<file path="src/rblt_pkg.sv">
// Shared constants, types and state codes for the RAM self-test and loopback test controller.
// Assumes a single 50 MHz clock domain and a 32-bit Avalon-MM register bus with word-aligned slots.
package rblt_pkg;

   // Register indexes; the byte address of each register is four times its index.
   localparam logic [5:0] IDX_TEST_CTRL = 6'h17;   // Test control register.
   localparam logic [5:0] IDX_LB_TX     = 6'h18;   // Loopback transmit word.
   localparam logic [5:0] IDX_LB_RX     = 6'h19;   // Loopback receive word.
   localparam logic [5:0] IDX_FAIL_ADDR = 6'h1E;   // Self-test failure address.
   localparam logic [5:0] IDX_IRQ_STAT  = 6'h20;   // Sticky event status, cleared on read.
   localparam logic [5:0] IDX_IRQ_MASK  = 6'h21;   // Interrupt mask, same layout as status.

   // Bit positions inside the test control register.
   localparam int TC_TEST_EN   = 15;   // Test mode enable, gates the self-test go bit.
   localparam int TC_SEL_HI    = 13;   // Top bit of the pattern select field.
   localparam int TC_SEL_LO    = 11;   // Bottom bit of the pattern select field.
   localparam int TC_RB_GO     = 10;   // RAM self-test go.
   localparam int TC_RB_PASS   = 9;    // RAM self-test pass flag.
   localparam int TC_RB_FAIL   = 8;    // RAM self-test fail flag.
   localparam int TC_LB_ANALOG = 5;    // Loopback analog select.
   localparam int TC_LB_SYNC   = 4;    // Loopback sync type, one means command sync.
   localparam int TC_LB_BUS    = 3;    // Loopback bus choice, one means bus B.
   localparam int TC_LB_GO     = 2;    // Loopback go.
   localparam int TC_LB_PASS   = 1;    // Loopback pass flag.
   localparam int TC_LB_FAIL   = 0;    // Loopback fail flag.

   // Reset value and plain-write mask of the test control register; bits 14, 7 and 6 never set.
   localparam logic [15:0] TC_RESET    = 16'h0000;
   localparam logic [15:0] TC_WR_MASK  = 16'hB838;
   localparam logic [15:0] REG_RESET   = 16'h0000;

   // Interrupt status bit positions.
   localparam int IRQ_RB_PASS = 0;
   localparam int IRQ_RB_FAIL = 1;
   localparam int IRQ_LB_PASS = 2;
   localparam int IRQ_LB_FAIL = 3;
   localparam int IRQ_W       = 4;
   localparam logic [IRQ_W-1:0] IRQ_RESET = 4'h0;

   // Memory geometry: four quadrants of 8K words tested side by side.
   localparam int QUAD_AW    = 13;
   localparam int QUAD_COUNT = 4;
   localparam logic [QUAD_AW-1:0] QUAD_LAST = 13'h1FFF;

   // Loopback answer timeout, in microseconds and in clock cycles.
   localparam int CLK_MHZ          = 50;
   localparam int LB_TIMEOUT_US    = 50;
   localparam int LB_CNT_W         = 12;
   localparam logic [LB_CNT_W-1:0] LB_TIMEOUT_CYC = LB_CNT_W'(LB_TIMEOUT_US * CLK_MHZ);

   // Request from the self-test engine to the memory; offset is inside each quadrant.
   typedef struct packed {
      logic [QUAD_AW-1:0] addr;
      logic [15:0]        wrData;
      logic               wrEn;
      logic               rdEn;
   } rblt_ram_req_t;

   // Read data from the four quadrants, lane 0 being the lowest quadrant.
   typedef struct packed {
      logic [QUAD_COUNT-1:0][15:0] lane;
   } rblt_ram_rd_t;

   // Loopback request to the word encoder and transceivers.
   typedef struct packed {
      logic        start;
      logic [15:0] word;
      logic        cmdSync;
      logic        busB;
      logic        analog;
   } rblt_lb_tx_t;

   // Loopback word returned by the decoder.
   typedef struct packed {
      logic        valid;
      logic [15:0] word;
      logic        cmdSync;
      logic        manchErr;
      logic        parityErr;
   } rblt_lb_rx_t;

   // Self-test engine states.
   typedef enum logic [2:0] {
      BS_IDLE  = 3'b000,
      BS_FILL  = 3'b001,
      BS_READ  = 3'b010,
      BS_WAIT  = 3'b011,
      BS_CHECK = 3'b100,
      BS_DONE  = 3'b101
   } rblt_bist_state_t;

   // Loopback sequencer states.
   typedef enum logic [1:0] {
      LB_IDLE = 2'b00,
      LB_SEND = 2'b01,
      LB_WAIT = 2'b10
   } rblt_lb_state_t;

   // Data background chosen by the pattern select field.
   function automatic logic [15:0] rblt_background(input logic [2:0] sel);
      logic [15:0] bg;
      bg = 16'h0000;
      case (sel)
         3'h1: bg = 16'h5555;
         3'h2: bg = 16'h3333;
         3'h3: bg = 16'h0F0F;
         3'h4: bg = 16'h00FF;
         3'h5: bg = 16'hAAAA;
         3'h6: bg = 16'hCCCC;
         3'h7: bg = 16'hF0F0;
         default: bg = 16'h0000;
      endcase
      return bg;
   endfunction

endpackage

</file>
<file path="src/rblt_test_ctrl.sv">
// Test control block: register bank, RAM self-test launch and loopback test sequencer.
// Assumes an Avalon-MM master with waitrequest, a same-clock memory and word codec,
// and an asynchronous external test pin.
//
// Overview of operation
// - Pass flag on clean finish, cleared by go.
// - Fail flag on error, cleared by go.
// - Four quadrants tested together at equal offsets.
// - Failure register keeps lowest-quadrant address.
// - Bits seven and six ignore writes, read zero.
// - Analog select low: internal loop, bus undriven.
// - Analog select high: word out and back on bus.
// - Sync type one means command sync, else data.
// - Bus choice zero means bus A, one bus B.
// - Self-test go needs test pin and bit 15.
// - Self-test go clears itself on completion.
// - Loopback go needs test pin, self-clears.
// - Loopback fails on coding, parity, sync, data errors.
//
// Register access over Avalon-MM was decided locally.
`timescale 1ns/1ps
`default_nettype none
module rblt_test_ctrl
   import rblt_pkg::*;
(
   input  wire logic          ref_clk,
   input  wire logic          rst,
   input  wire logic [7:0]    address,
   input  wire logic          read,
   input  wire logic          write,
   input  wire logic [31:0]   writedata,
   input  wire logic [3:0]    byteenable,
   output logic [31:0]        readdata,
   output logic               waitrequest,
   output logic               irq,
   input  wire logic          testPin,
   output rblt_ram_req_t      ramReq,
   input  wire rblt_ram_rd_t  ramRd,
   output rblt_lb_tx_t        lbTx,
   input  wire rblt_lb_rx_t   lbRx,
   output logic               busADriveEn,
   output logic               busBDriveEn
);

   // Test pin synchroniser and its filtered level.
   logic [2:0]           testSync, next_testSync;   // Three-stage capture of the pin.
   logic                 testLevel, next_testLevel; // Accepted level of the pin.

   // Register bank state.
   logic [15:0]          ctrl, next_ctrl;           // Test control register.
   logic [15:0]          lbTxData, next_lbTxData;   // Loopback transmit word.
   logic [15:0]          failAddr, next_failAddr;   // Self-test failure address.
   logic [IRQ_W-1:0]     irqStat, next_irqStat;     // Sticky event bits.
   logic [IRQ_W-1:0]     irqMask, next_irqMask;     // Interrupt enables.
   logic [31:0]          next_readdata;             // Read data loaded at request.
   logic                 next_waitrequest;          // Bus handshake.
   logic                 next_irq;                  // Interrupt line.

   // Loopback sequencer state.
   rblt_lb_state_t       lbState, next_lbState;     // Sequencer state.
   logic [LB_CNT_W-1:0]  lbCnt, next_lbCnt;         // Answer timeout counter.
   logic [15:0]          lbRxData, next_lbRxData;   // Last received loopback word.
   rblt_lb_tx_t          next_lbTx;                 // Next request to the codec.
   logic                 next_busADriveEn;          // Next bus A driver enable.
   logic                 next_busBDriveEn;          // Next bus B driver enable.
   logic                 lbFinish;                  // Loopback ends this cycle.
   logic                 lbBad;                     // Outcome of the ending loopback.

   // Bus decode helpers and self-test engine handshake.
   logic                 wrAck;                     // Write takes effect this edge.
   logic                 rdAck;                     // Read completes this edge.
   logic [15:0]          wrMask;                    // Byte lanes of the write.
   logic                 rbStart;                   // Accepted self-test launch.
   logic                 bistDone;                  // Engine completion pulse.
   logic                 bistFailed;                // Engine outcome.
   logic [QUAD_AW-1:0]   bistFailAddr;              // Engine failure offset.

   assign wrAck  = write && !waitrequest;
   assign rdAck  = read && !waitrequest;
   assign wrMask = {{8{byteenable[1]}}, {8{byteenable[0]}}};

   // A launch is taken only from an idle engine, with the pin high and bit 15 already set.
   assign rbStart = wrAck && (address[7:2] == IDX_TEST_CTRL) && byteenable[1]
                    && writedata[TC_RB_GO] && testLevel && ctrl[TC_TEST_EN]
                    && !ctrl[TC_RB_GO];

   // The self-test engine walks the four quadrants in parallel.
   rblt_ram_bist u_bist (
      .ref_clk    (ref_clk),
      .rst        (rst),
      .start      (rbStart),
      .patternSel (ctrl[TC_SEL_HI:TC_SEL_LO]),
      .ramReq     (ramReq),
      .ramRd      (ramRd),
      .done       (bistDone),
      .failed     (bistFailed),
      .failAddr   (bistFailAddr)
   );

   // Test pin capture: the level moves only once the second and third stages agree.
   // The first stage feeds the second alone, as it may be metastable.
   always_comb begin
      next_testSync  = {testSync[1:0], testPin};
      next_testLevel = testLevel;
      if (testSync[1] == testSync[2]) begin
         next_testLevel = testSync[2];
      end
   end

   // Registers of the pin capture.
   always_ff @(posedge ref_clk or posedge rst) begin
      if (rst) begin
         testSync  <= 3'h0;
         testLevel <= 1'b0;
      end else begin
         testSync  <= next_testSync;
         testLevel <= next_testLevel;
      end
   end

   // Register bank, bus handshake, result flags and interrupt status.
   always_comb begin
      next_ctrl        = ctrl;
      next_lbTxData    = lbTxData;
      next_failAddr    = failAddr;
      next_irqStat     = irqStat;
      next_irqMask     = irqMask;
      next_readdata    = readdata;
      // Waitrequest drops for one cycle after a request is seen, so each access takes two.
      next_waitrequest = !((read || write) && waitrequest);

      // Load read data while waitrequest is still high, so it stands at the completing edge.
      if (read && waitrequest) begin
         if (address[7:2] == IDX_TEST_CTRL) begin
            next_readdata = {16'h0000, ctrl};
         end else if (address[7:2] == IDX_LB_TX) begin
            next_readdata = {16'h0000, lbTxData};
         end else if (address[7:2] == IDX_LB_RX) begin
            next_readdata = {16'h0000, lbRxData};
         end else if (address[7:2] == IDX_FAIL_ADDR) begin
            next_readdata = {16'h0000, failAddr};
         end else if (address[7:2] == IDX_IRQ_STAT) begin
            next_readdata = {28'h0000000, irqStat};
         end else if (address[7:2] == IDX_IRQ_MASK) begin
            next_readdata = {28'h0000000, irqMask};
         end else begin
            // Unmapped slots read as zero and accept writes without effect.
            next_readdata = 32'h00000000;
         end
      end

      // Plain writes; reserved bits and the hardware-owned flags are masked off.
      if (wrAck) begin
         if (address[7:2] == IDX_TEST_CTRL) begin
            next_ctrl = (ctrl & ~(TC_WR_MASK & wrMask))
                        | (writedata[15:0] & TC_WR_MASK & wrMask);
         end else if (address[7:2] == IDX_LB_TX) begin
            next_lbTxData = (lbTxData & ~wrMask) | (writedata[15:0] & wrMask);
         end else if (address[7:2] == IDX_IRQ_MASK) begin
            next_irqMask = writedata[IRQ_W-1:0] & wrMask[IRQ_W-1:0];
         end
      end

      // Accepted self-test launch sets go and clears both result flags.
      if (rbStart) begin
         next_ctrl[TC_RB_GO]   = 1'b1;
         next_ctrl[TC_RB_PASS] = 1'b0;
         next_ctrl[TC_RB_FAIL] = 1'b0;
      end

      // Loopback launch needs only the test pin; a running test ignores further ones.
      if (wrAck && (address[7:2] == IDX_TEST_CTRL) && byteenable[0]
          && writedata[TC_LB_GO] && testLevel && !ctrl[TC_LB_GO]) begin
         next_ctrl[TC_LB_GO]   = 1'b1;
         next_ctrl[TC_LB_PASS] = 1'b0;
         next_ctrl[TC_LB_FAIL] = 1'b0;
      end

      // A read of the status register clears it; events below set after, so they win.
      if (rdAck && (address[7:2] == IDX_IRQ_STAT)) begin
         next_irqStat = IRQ_RESET;
      end

      // Self-test completion: go drops and exactly one result flag rises.
      if (bistDone) begin
         next_ctrl[TC_RB_GO]   = 1'b0;
         next_ctrl[TC_RB_PASS] = !bistFailed;
         next_ctrl[TC_RB_FAIL] = bistFailed;
         if (bistFailed) begin
            next_failAddr            = {3'h0, bistFailAddr};
            next_irqStat[IRQ_RB_FAIL] = 1'b1;
         end else begin
            next_irqStat[IRQ_RB_PASS] = 1'b1;
         end
      end

      // Loopback completion: go drops and the outcome is posted.
      if (lbFinish) begin
         next_ctrl[TC_LB_GO]   = 1'b0;
         next_ctrl[TC_LB_PASS] = !lbBad;
         next_ctrl[TC_LB_FAIL] = lbBad;
         if (lbBad) begin
            next_irqStat[IRQ_LB_FAIL] = 1'b1;
         end else begin
            next_irqStat[IRQ_LB_PASS] = 1'b1;
         end
      end

      // The line follows the next status value so it clears with the read that empties it.
      next_irq = |(next_irqStat & next_irqMask);
   end

   // Registers of the bank.
   always_ff @(posedge ref_clk or posedge rst) begin
      if (rst) begin
         ctrl        <= TC_RESET;
         lbTxData    <= REG_RESET;
         failAddr    <= REG_RESET;
         irqStat     <= IRQ_RESET;
         irqMask     <= IRQ_RESET;
         readdata    <= 32'h00000000;
         waitrequest <= 1'b1;
         irq         <= 1'b0;
      end else begin
         ctrl        <= next_ctrl;
         lbTxData    <= next_lbTxData;
         failAddr    <= next_failAddr;
         irqStat     <= next_irqStat;
         irqMask     <= next_irqMask;
         readdata    <= next_readdata;
         waitrequest <= next_waitrequest;
         irq         <= next_irq;
      end
   end

   // Loopback sequencer: one word out, one word back, compared against what was sent.
   always_comb begin
      next_lbState     = lbState;
      next_lbCnt       = lbCnt;
      next_lbRxData    = lbRxData;
      next_lbTx        = lbTx;
      next_lbTx.start  = 1'b0;
      next_busADriveEn = busADriveEn;
      next_busBDriveEn = busBDriveEn;
      lbFinish         = 1'b0;
      lbBad            = 1'b0;
      case (lbState)
         LB_IDLE: begin
            if (ctrl[TC_LB_GO]) begin
               next_lbState = LB_SEND;
            end
         end
         LB_SEND: begin
            // Options are frozen into the request for the whole test.
            next_lbTx.start   = 1'b1;
            next_lbTx.word    = lbTxData;
            next_lbTx.cmdSync = ctrl[TC_LB_SYNC];
            next_lbTx.busB    = ctrl[TC_LB_BUS];
            next_lbTx.analog  = ctrl[TC_LB_ANALOG];
            // Digital loopback keeps both drivers off; analog drives only the chosen bus.
            next_busADriveEn  = ctrl[TC_LB_ANALOG] && !ctrl[TC_LB_BUS];
            next_busBDriveEn  = ctrl[TC_LB_ANALOG] && ctrl[TC_LB_BUS];
            next_lbCnt        = '0;
            next_lbState      = LB_WAIT;
         end
         LB_WAIT: begin
            next_lbCnt = lbCnt + 1'b1;
            if (lbRx.valid) begin
               next_lbRxData = lbRx.word;
               lbFinish      = 1'b1;
               lbBad         = lbRx.manchErr || lbRx.parityErr
                               || (lbRx.cmdSync != lbTx.cmdSync)
                               || (lbRx.word != lbTx.word);
            end else if (lbCnt == LB_TIMEOUT_CYC - 1'b1) begin
               // A word that never returns is a failure too, else go would hang.
               lbFinish = 1'b1;
               lbBad    = 1'b1;
            end
            if (lbFinish) begin
               next_busADriveEn = 1'b0;
               next_busBDriveEn = 1'b0;
               next_lbState     = LB_IDLE;
            end
         end
         default: next_lbState = LB_IDLE;
      endcase
   end

   // Registers of the loopback sequencer.
   always_ff @(posedge ref_clk or posedge rst) begin
      if (rst) begin
         lbState     <= LB_IDLE;
         lbCnt       <= '0;
         lbRxData    <= REG_RESET;
         lbTx        <= '0;
         busADriveEn <= 1'b0;
         busBDriveEn <= 1'b0;
      end else begin
         lbState     <= next_lbState;
         lbCnt       <= next_lbCnt;
         lbRxData    <= next_lbRxData;
         lbTx        <= next_lbTx;
         busADriveEn <= next_busADriveEn;
         busBDriveEn <= next_busBDriveEn;
      end
   end

endmodule
`default_nettype wire

</file>
<file path="src/rblt_ram_bist.sv">
// RAM self-test engine: writes a background, verifies it, then repeats with its inverse.
// Assumes a synchronous memory that returns data one cycle after it samples a read request.
`timescale 1ns/1ps
`default_nettype none
module rblt_ram_bist
   import rblt_pkg::*;
(
   input  wire logic               ref_clk,
   input  wire logic               rst,
   input  wire logic               start,
   input  wire logic [2:0]         patternSel,
   output var  rblt_ram_req_t      ramReq,
   input  wire rblt_ram_rd_t       ramRd,
   output logic                    done,
   output logic                    failed,
   output logic [QUAD_AW-1:0]      failAddr
);

   rblt_bist_state_t   state, next_state;          // Sequencer state.
   logic [QUAD_AW-1:0] addr, next_addr;            // Offset under test, common to all quadrants.
   logic [15:0]        bg, next_bg;                // Background of the run.
   logic               inv, next_inv;              // Second pass writes the inverse.
   rblt_ram_req_t      next_ramReq;                // Next memory request.
   logic               next_done;                  // Completion pulse.
   logic               next_failed;                // Outcome of the run.
   logic [QUAD_AW-1:0] next_failAddr;              // Offset at the failure.
   logic [QUAD_COUNT-1:0] laneBad;                 // Per-quadrant mismatch.
   logic [15:0]        expWord;                    // Expected word this pass.

   assign expWord = bg ^ {16{inv}};

   // One comparator per quadrant; all four quadrants check the same offset at once.
   for (genvar q = 0; q < QUAD_COUNT; q++) begin : g_lane
      assign laneBad[q] = (ramRd.lane[q] != expWord);
   end

   // Next-state logic of the engine.
   always_comb begin
      next_state    = state;
      next_addr     = addr;
      next_bg       = bg;
      next_inv      = inv;
      next_ramReq   = '0;
      next_done     = 1'b0;
      next_failed   = failed;
      next_failAddr = failAddr;
      case (state)
         BS_IDLE: begin
            if (start) begin
               next_bg     = rblt_background(patternSel);
               next_inv    = 1'b0;
               next_addr   = '0;
               next_failed = 1'b0;
               next_state  = BS_FILL;
            end
         end
         BS_FILL: begin
            // Same offset goes to every quadrant, so one sweep covers the whole range.
            next_ramReq.addr   = addr;
            next_ramReq.wrData = expWord;
            next_ramReq.wrEn   = 1'b1;
            if (addr == QUAD_LAST) begin
               next_addr  = '0;
               next_state = BS_READ;
            end else begin
               next_addr = addr + 1'b1;
            end
         end
         BS_READ: begin
            next_ramReq.addr = addr;
            next_ramReq.rdEn = 1'b1;
            next_state       = BS_WAIT;
         end
         BS_WAIT: begin
            // The memory samples the request on this edge; data arrives after it.
            next_state = BS_CHECK;
         end
         BS_CHECK: begin
            if (|laneBad) begin
               // Only the lowest-quadrant offset is kept; software resolves the quadrant.
               next_failed   = 1'b1;
               next_failAddr = addr;
               next_state    = BS_DONE;
            end else if (addr != QUAD_LAST) begin
               next_addr  = addr + 1'b1;
               next_state = BS_READ;
            end else if (!inv) begin
               next_inv   = 1'b1;
               next_addr  = '0;
               next_state = BS_FILL;
            end else begin
               next_state = BS_DONE;
            end
         end
         BS_DONE: begin
            next_done  = 1'b1;
            next_state = BS_IDLE;
         end
         default: next_state = BS_IDLE;
      endcase
   end

   // Registers of the engine.
   always_ff @(posedge ref_clk or posedge rst) begin
      if (rst) begin
         state    <= BS_IDLE;
         addr     <= '0;
         bg       <= 16'h0000;
         inv      <= 1'b0;
         ramReq   <= '0;
         done     <= 1'b0;
         failed   <= 1'b0;
         failAddr <= '0;
      end else begin
         state    <= next_state;
         addr     <= next_addr;
         bg       <= next_bg;
         inv      <= next_inv;
         ramReq   <= next_ramReq;
         done     <= next_done;
         failed   <= next_failed;
         failAddr <= next_failAddr;
      end
   end

endmodule
`default_nettype wire

</file>
<file path="config.mk">
export PLATFORM = sky130hd
export DESIGN_NAME = rblt_test_ctrl
export DESIGN_NICKNAME = d
export VERILOG_FILES = /design/src/rblt_pkg.sv /design/src/rblt_test_ctrl.sv /design/src/rblt_ram_bist.sv
export SDC_FILE = /design/constraint.sdc
export NUM_CORES = 1
export LEC_CHECK = 0
export BUFFER_PORTS_ARGS = -buffer_cell sky130_fd_sc_hd__buf_2
export CORE_MARGIN = 2
export CORE_UTILIZATION = 53
export CTS_CLUSTER_DIAMETER = 50
export DETAILED_ROUTE_END_ITERATION = 8
export GPL_TIMING_DRIVEN = 0
export PLACE_DENSITY = 0.78
export SKIP_LAST_GASP = 1
export SYNTH_ARGS = -nofsm -noshare
export SYNTH_HDL_FRONTEND = slang
export SYNTH_SLANG_ARGS = --single-unit
</file>
<file path="constraint.sdc">
create_clock -name ref_clk -period 12.15 [get_ports ref_clk]
set_input_delay 1.215 -clock ref_clk [delete_from_list [all_inputs] [get_ports ref_clk]]
set_output_delay 1.215 -clock ref_clk [all_outputs]
set_load 0.02 [all_outputs]
</file>
* Yosys cells after proc, flatten, opt, wreduce, memory -nomap -nowiden
Cells that the tools add are included.
** Word-level totals
- Register bits after elaboration :: 222
- Input port bits :: 133
- Output and inout port bits :: 87
** Cells by class
- $add $sub $neg :: 2
- Eq/ne operators :: 38
- Muxes and demuxes :: 60
- Bitwise operators :: 12
- Reductions and logical operators :: 54
** Operators by type and width (count)
- $pmux 16 s7 :: 1
- $mux 13 :: 7
- $ne 16x16->1 :: 5
- $and 16x16->16 :: 4
- $mux 16 :: 3
- $pmux 13 s3 :: 1
- $not 16->16 :: 2
- $or 16x16->16 :: 2
- $mux 4 :: 7
- $mux 3 :: 9
- $eq 6x5->1 const B :: 4
- $pmux 12 s2 :: 1
- $mux 11 :: 2
- $mux 20 :: 1
- $reduce_and 2->1 :: 10
- $eq 3x3->1 const B :: 6
- $logic_and 1x1->1 :: 17
- $mux 1 :: 17
- $mux 17 :: 1
- $xor 16x16->16 :: 1
- $pmux 3 s5 :: 1
- $reduce_bool 3->1 :: 5
- $add 13x1->13 const B :: 1
- $eq 13x13->1 const B :: 1
- other kinds (27) :: 57

* Logic depth before layout (Yosys ltp)
Gate-level depths: netlist (run 1).
- Word-level depth :: 10
- Depth in mapped cells :: 10
- Depth with buffers taken out :: 9

* Modules after synthesis
Synthesis (run 1) repeated with hierarchy kept, for this count alone.
** Unflattened totals
- Cells, all modules :: 934
- Area total of the unflattened synthesis :: 10039.6 sq um
** Modules (own cells, without submodules)
- rblt_test_ctrl :: instances 1, cells each 483, area each 5706.7 sq um
- rblt_ram_bist :: instances 1, cells each 451, area each 4332.9 sq um

* Worst setup path before layout (run 1)
OpenSTA, ideal clock, no wires.
- Path type :: input-to-reg
- Start :: input port ramRd[9] (netlist name)
- End :: register u_bist.failAddr[0]
- Arrival :: 3333 ps
- Data required time :: 12025 ps
- Path slack :: 8692 ps
- Stages :: 9
- Path buffers :: 1
- Path through :: nor3b_1 o211ai_1 or4_1 a2111oi_0 nor4b_2 nor3b_4 nor2_2 buf_6 mux2_4
** On the way
- Cells in the longest elaborated chain, start to end :: 3
** Ends and longest elaborated chain
- start, declared :: RTL line rblt_test_ctrl.sv:38 : input wire rblt_ram_rd_t ramRd,
- $ne 16x16->1 :: RTL line rblt_ram_bist.sv:34 : assign laneBad[q] = (ramRd.lane[q] != expWord);
- $reduce_or 4->1 :: RTL line rblt_ram_bist.sv:79 : if (|laneBad) begin
- $reduce_and 2->1 (no source line)
- end signal, assigned :: RTL line rblt_ram_bist.sv:122 : failAddr <= next_failAddr;
- end, declared :: RTL line rblt_ram_bist.sv:16 : output logic [QUAD_AW-1:0] failAddr
Every way passes these cells.
A chain may end at the register's enable or synchronous reset.

* Worst setup path in the final report (run 1)
- Start :: input port ramRd[9] (netlist name)
- End :: register u_bist.addr[9]
** On the way
- Cells in the longest elaborated chain, start to end :: 4
** Ends and longest elaborated chain
- $ne 16x16->1 :: RTL line rblt_ram_bist.sv:34
- $reduce_or 4->1 :: RTL line rblt_ram_bist.sv:79
- $ne 2x2->1 (no source line)
- $reduce_and 4->1 (no source line)
- end signal, assigned :: RTL line rblt_ram_bist.sv:116 : addr <= next_addr;
- end, declared :: RTL line rblt_ram_bist.sv:20 : logic [QUAD_AW-1:0] addr, next_addr;
Every way passes these cells.

==> flow_metrics.py, run 1 <==
metrics = {
    "outcome": {
        "status": "finished, final reports clean",
    },
    "detailed_routing": {
        "wl_microns": 24100,
        "first_iter_violations": 562,
        "drc": 0,
        "firstDrtPassIters": 6,
        "wl_per_cell_microns": 17.6,
        "dr_total_vias": 7739,
        "vias_per_cell": 5.64,
        "ant_nets": 0,
    },
    "cts": {
        "cts_sinks": 203,
        "ctsHoldBuffers": 0,
        "post_cts_buffers": 0,
        "cts_tree": "built",
        "clk_path_buf_depth": 3,
        "clk_pin_slew_worst_paths_ns": 0.06,
        "clockRootBuffer": "clkbuf_16",
        "cts_htree_levels": 1,
        "cts_buffers": 24,
        "cts_resized": 0,
        "clk_latency_ns": 0.51,
    },
    "hold_path": {
        "hp-class": "register to register",
    },
    "floorplanning": {
        "boundaryPins": 220,
        "std_cell_rows": 49,
        "start_util_pct": 54.3,
        "design.die.area_sq_um": 19700,
        "die_w_microns": 140,
        "die_y_microns": 140,
        "coreArea_sq_um": 18100,
    },
    "yosys": {
        "synthSimpleGateAreaFrac_pct": 14.0,
        "synth.avg_cell_area_sq_um": 10.9,
        "synth_compound_area_share_pct": 11.5,
        "yosys.area_share.xor_xnor_pct": 6.49,
        "synth_top_family_by_area": "simple AND/OR/NAND/NOR gates",
        "synth_fa_ha_area_share_pct": 0.738,
        "synth-seq-cells": 203,
        "synth_warnings": 0,
        "yosysSeqAreaShare_pct": 51.7,
        "async_reset_ff_share_pct": 100,
        "syn_area_sq_um": 9830,
        "synthCells": 903,
        "synthMuxAreaShare_pct": 11.7,
        "synth-main-ff-cell": "dfrtp_1",
        "ys_types": 67,
        "synth_edf_count": 0,
    },
    "sta": {
        "maxSlewViolCount": 0,
        "setup_viol": 0,
        "finalHoldViolations": 0,
        "worst_pin_slew_ns": 1.31,
        "finalCritPeriodShare_pct": 30.9,
        "fin_crit_ns": 3.76,
        "tns_ns": 0,
        "skew_ns": 0.0132,
        "rsz0062_at_grt": "no",
        "slew_headroom_pct": 12.0,
        "fin_ws_ns": 8.39,
        "max_freq_mhz": 266,
    },
    "run": {
        "drv_cap": 0,
    },
    "global_routing": {
        "grt_max_degree": 114,
        "grt_pass1_vias": 7634,
        "grt.overflow.total": 0,
        "grt_pass1_wl_microns": 38800,
        "grt_antenna_before_repair": 0,
        "grt_use_total_pct": 24.4,
    },
    "power": {
        "pwr-share-clk_pct": 41.5,
        "seqPwrFrac_pct": 43.6,
        "power_density_nw_per_um2": 148,
        "sw_frac_of_total_pct": 26.0,
        "p_sw_mw": 0.461,
        "peakVddDrop_mv": 0.124,
        "pwr-share-comb_pct": 15.0,
        "internal_power_mw": 1.31,
        "leakagePower_nw": 5.92,
        "finalPower_mw": 1.77,
    },
    "critical_path": {
        "slowest_delay_ns": 0.62,
        "worstSetupEndpointType": "register",
        "crit_type": "primary input to register",
        "critical-path-slowest-cell": "a2111oi_0",
        "start_kind": "primary input",
        "path_max_fanout": 10,
        "cp_data_arrival_time_ns": 4.16,
        "crit_path_cell_trace": "buf_2, nor3b_1, o211ai_1, or4_1, a2111oi_0, nor4b_2, nor3b_4, a31oi_1, buf_2, o31ai_1",
        "crit_required_ns": 12.56,
        "cp_common_cell": "buf_2",
    },
    "placed_design": {
        "hpwl_microns": 17600,
        "placed_area_sq_um": 11100,
        "gp_congestion": 0.892,
        "portBuffers": 183,
        "pre_cts_ws_ns": 7.91,
    },
    "final_layout": {
        "drive_gt1_share_pct": 30.7,
        "final_cell_mix": "202 x dfrtp_1, 188 x buf_2, 87 x mux2_2",
        "mostFrequentLayoutCell": "dfrtp_1",
        "nNetsFinal": 1266,
        "fin_area_sq_um": 12000,
        "num_antenna_cells": 0,
        "area_growth_pct": 21.6,
        "nFillCells": 1429,
    },
}
==> routing by layer <==
layer,global-route usage (%),wire length [microns],up-vias
li1,-,-,3624
met1,33.5,10300,3784
met2,40.4,11600,281
met3,3.90,1480,50
met4,7.66,689,0
met5,0,0,-
==> cells in the mapped netlist (3+ instances only) <==
master,number,area (sq um)
buf_4,18,135
and2_1,3,18.8
inv_1,18,67.6
nor2b_1,23,144
xor2_1,30,263
nand2_1,79,297
a222oi_1,12,120
or4_1,3,22.5
ha_1,5,62.6
o211ai_1,4,30.0
nand3_1,23,115
nor3_1,19,95.1
or3_1,10,62.6
a31oi_1,3,18.8
nor3b_1,7,52.6
o31ai_1,11,82.6
nand2b_1,6,37.5
and3_1,12,75.1
a32o_1,3,30.0
mux2_4,7,105
mux2_2,87,980
o21ai_0,59,295
a211oi_1,3,22.5
nor4_1,7,43.8
clkbuf_1,33,124
buf_2,5,25.0
a21o_1,16,120
and4_1,3,26.3
mux2i_1,7,70.1
nor2_1,51,191
dfrtp_1,202,5050
a22oi_1,8,60.1
nand4_1,10,62.6
a21oi_1,31,155
xnor2_1,41,359
and3b_1,4,35.0
==> power groups by stage <==
stage | clock network (mW) | logic (mW) | registers (mW)
6_report | 0.735 | 0.265 | 0.772
5_1_grt | 0.776 | 0.291 | 0.776
4_1_cts | 0.743 | 0.265 | 0.771
3_5_place_dp | 0 | 0.263 | 0.782
3_3_place_gp | 0 | 0.255 | 0.779
2_1_floorplan | 0 | 0.155 | 0.794
==> per-stage QoR <==
step	util, %	std cells	hold slack (ns)
2_1_floorplan	-	918	0.331
3_3_place_gp	61.3	1330	0.334
3_5_place_dp	61.5	1331	0.341
4_1_cts	66.1	1372	0.353
5_1_grt	66.1	1372	0.361
6_report	66.1	1372	0.353
==> layout make-up <==
class | instances | area, sq um | area share (%)
Sequential cell | 203 | 5080 | 42.5
Buffer | 59 | 303 | 2.53
Clock inverter | 7 | 125 | 1.05
Timing Repair Buffer | 184 | 943 | 7.89
Clock buffer | 34 | 698 | 5.84
Tap cell | 229 | 287 | 2.40
Multi-Input combinational cell | 637 | 4440 | 37.1
Inverter | 19 | 78.8 | 0.659
==> worst max-delay path: cells and delay by family <==
kind / cells / cell delay, ns
AND/OR/NAND/NOR: 4 / 1.43
AO/OA/AOI/OAI: 4 / 1.15
buffers and inverters: 2 / 0.36
==> cell families (layout without fill, tap and decap cells) <==
group | Yosys count | in the layout
AOI/OAI and AO/OA | 172 | 172
xor gates and xnor gates | 72 | 72
adders and majority gates | 6 | 6
buffers and inverters | 78 | 303
DFF | 203 | 203
muxes | 101 | 101
other | 1 | 16
and+or+nand+nor | 270 | 270
==> worst paths after layout <==
path | startpoint | end | slack, ns | depth (start not counted)
max | ramRd[9] | u_bist.addr[9] | 8.39 | 10
min | testSync[0] | testSync[1] | 0.35 | 0
max reg2reg | u_bist.bg[9] | u_bist.addr[9] | 8.72 | 10
min reg2reg | testSync[0] | testSync[1] | 0.35 | 0
max in group asynchronous | rst | waitrequest | 10.35 | 3
min in group asynchronous | rst | lbCnt[9] | 0.88 | 2
Power figures use the tool's default switching activity.
==> inputs of run 2 (changes only) <==
Settings changed: CORE_UTILIZATION 53 to 49, PLACE_DENSITY 0.78 to 0.76.
Clock period 12.15 ns to 3.4 ns, I/O delays scaled along.
==> flow_metrics.py, run 2 (same netlist as run 1, synthesis figures left out) <==
metrics = {
    "global_routing": {
        "grt_pass1_wl_microns": 41100,
        "grt_max_degree": 44,
        "grt_pass1_vias": 7853,
        "use_met3_pct": 5.02,
        "grt_use_total_pct": 24.1,
        "grt.overflow.total": 0,
        "grt_antenna_before_repair": 0,
        "grtUsageMet1_pct": 31.6,
        "grt-busiest-layer": "met2",
        "use_met2_pct": 41.1,
    },
    "sta": {
        "worst_pin_slew_ns": 0.873,
        "slew_headroom_pct": 41.5,
        "maxSlewViolCount": 0,
        "setup_viol": 0,
        "finalCritPeriodShare_pct": 97.2,
        "fin_crit_ns": 3.30,
        "skew_ns": 0.0160,
        "finalHoldViolations": 0,
        "max_freq_mhz": 303,
        "hold_ws_ns": 0.0141,
    },
    "floorplanning": {
        "coreArea_sq_um": 19600,
        "die_y_microns": 146,
        "start_util_pct": 50.2,
        "boundaryPins": 220,
        "std_cell_rows": 51,
        "die_w_microns": 146,
        "design.die.area_sq_um": 21200,
    },
    "cts": {
        "cts_buffers": 23,
        "clk_path_buf_depth": 3,
        "cts_tree": "built",
        "clk_latency_ns": 0.51,
        "cts_sinks": 203,
        "clockRootBuffer": "clkbuf_16",
        "clk_pin_slew_worst_paths_ns": 0.06,
        "cts_htree_levels": 1,
    },
    "placed_design": {
        "gp_congestion": 0.892,
        "dp.cells": 1372,
        "placed_area_sq_um": 11300,
        "portBuffers": 183,
        "hpwl_microns": 19400,
    },
    "critical_path": {
        "crit_path_cell_trace": "buf_4, xor2_2, o211ai_1, or4_1, a2111oi_4, nor4b_4, nor3b_4, buf_4, nor2_2, buf_6, mux2_4",
        "slowest_delay_ns": 0.54,
        "crit_type": "register to register",
        "critical-path-slowest-cell": "or4_1",
        "cp_data_arrival_time_ns": 3.69,
        "worstSetupEndpointType": "register",
        "crit_required_ns": 3.79,
        "path_max_fanout": 10,
        "start_kind": "register",
        "cp_common_cell": "buf_4",
    },
    "detailed_routing": {
        "ant_nets": 0,
        "vias_per_cell": 5.54,
        "drc": 0,
        "dr_total_vias": 7818,
        "wl_per_cell_microns": 18.3,
        "firstDrtPassIters": 6,
        "first_iter_violations": 465,
        "wl_microns": 25900,
    },
    "power": {
        "pwr-share-comb_pct": 16.5,
        "power_density_nw_per_um2": 496,
        "sw_frac_of_total_pct": 27.6,
        "seqPwrFrac_pct": 46.3,
        "leakagePower_nw": 5.91,
        "finalPower_mw": 5.95,
        "peakVddDrop_mv": 0.417,
        "internal_power_mw": 4.31,
        "p_sw_mw": 1.64,
        "pwr-share-clk_pct": 37.2,
    },
    "hold_path": {
        "hp-class": "primary input to register",
    },
    "final_layout": {
        "final_cells": 1411,
        "area_growth_pct": 21.9,
        "final_util_pct": 61.2,
        "final_cell_mix": "202 x dfrtp_1, 188 x buf_2, 87 x mux2_2",
        "drive_gt1_share_pct": 30.9,
        "mostFrequentLayoutCell": "dfrtp_1",
        "nNetsFinal": 1273,
        "nFillCells": 1568,
        "fin_area_sq_um": 12000,
    },
    "run": {
        "drv_cap": 0,
    },
    "outcome": {
        "status": "finished, final reports clean",
    },
}
## run 2: cell types whose count changed in the layout (fill, tap and decap cells not counted), sizes merged
cell,before,now
buf,210,215
bufinv,3,0
clkbuf,67,66
clkinv,4,0
clkinvlp,0,1
diode,0,1
dlygate4sd3,0,2
inv,19,21
## run 2: metrics by stage
stage	setup TNS (ns)	worst slack (ns)
global placement	-150.04	-0.757
global route	-0.170	-0.0609
CTS	0	0.00864
detailed placement	0	0.0292
finish	0	0.0951
floorplan	0	0.431
## run 2: critical path, delay by kind of cell (launching register included)
family                    cells  cell delay [ns]
and+or+nand+nor               4             1.32
buffers and inverters         3             0.52
AOI/OAI and AO/OA             2             0.49
DFF                           1             0.37
muxes                         1             0.30
xor gates and xnor gates      1             0.18
## run 2: final cells by class
class	instances	area, sq um	share of cell area (%)
Sequential cell	203	5080	42.4
Antenna cell	1	2.50	0.0209
Buffer	59	305	2.55
Tap cell	265	332	2.77
Timing Repair Buffer	192	1050	8.77
Clock inverter	3	31.3	0.261
Inverter	19	75.1	0.627
Multi-Input combinational cell	637	4480	37.4
Clock buffer	32	619	5.17
## run 2: power groups by stage
stage	logic [mW]	registers (mW)	clock network (mW)
finish	0.978	2.76	2.21
CTS	0.985	2.75	2.25
global route	1.07	2.78	2.35
floorplan	0.555	2.84	0
detailed placement	0.976	2.80	0
global placement	0.930	2.79	0
## run 2: worst paths after layout
| path | from | endpoint | slack, ns | depth (start not counted) |
|---|---|---|---|---|
| worst min register to register | testSync[1] | testSync[2] | 0.38 | 0 |
| worst min-delay path | write | waitrequest | 0.01 | 2 |
| worst max register to register | u_bist.bg[3] | u_bist.failAddr[0] | 0.1 | 11 |
| max in group asynchronous | rst | u_bist.ramReq[4] | 1.88 | 6 |
| worst max-delay path | u_bist.bg[3] | u_bist.failAddr[0] | 0.1 | 11 |
| min in group asynchronous | rst | u_bist.ramReq[21] | 0.44 | 3 |
## run 2: per-layer routing
metal	share of wire [%]	vias up	wire length, microns
li1	-	3661	-
met1	42	3774	10900
met2	49	341	12600
met3	7.1	42	1840
met4	2.2	0	564
met5	0	-	0
## run 2: what timing repair did
item / 4_1_cts / 5_1_grt
setup buffers: 0 / 1
hold endpoints to repair: 26 / 0
gates resized for setup: 1 / 10
setup endpoints to repair: 1 / 23
pin swaps: 0 / 0
hold buffers: 2 / 0
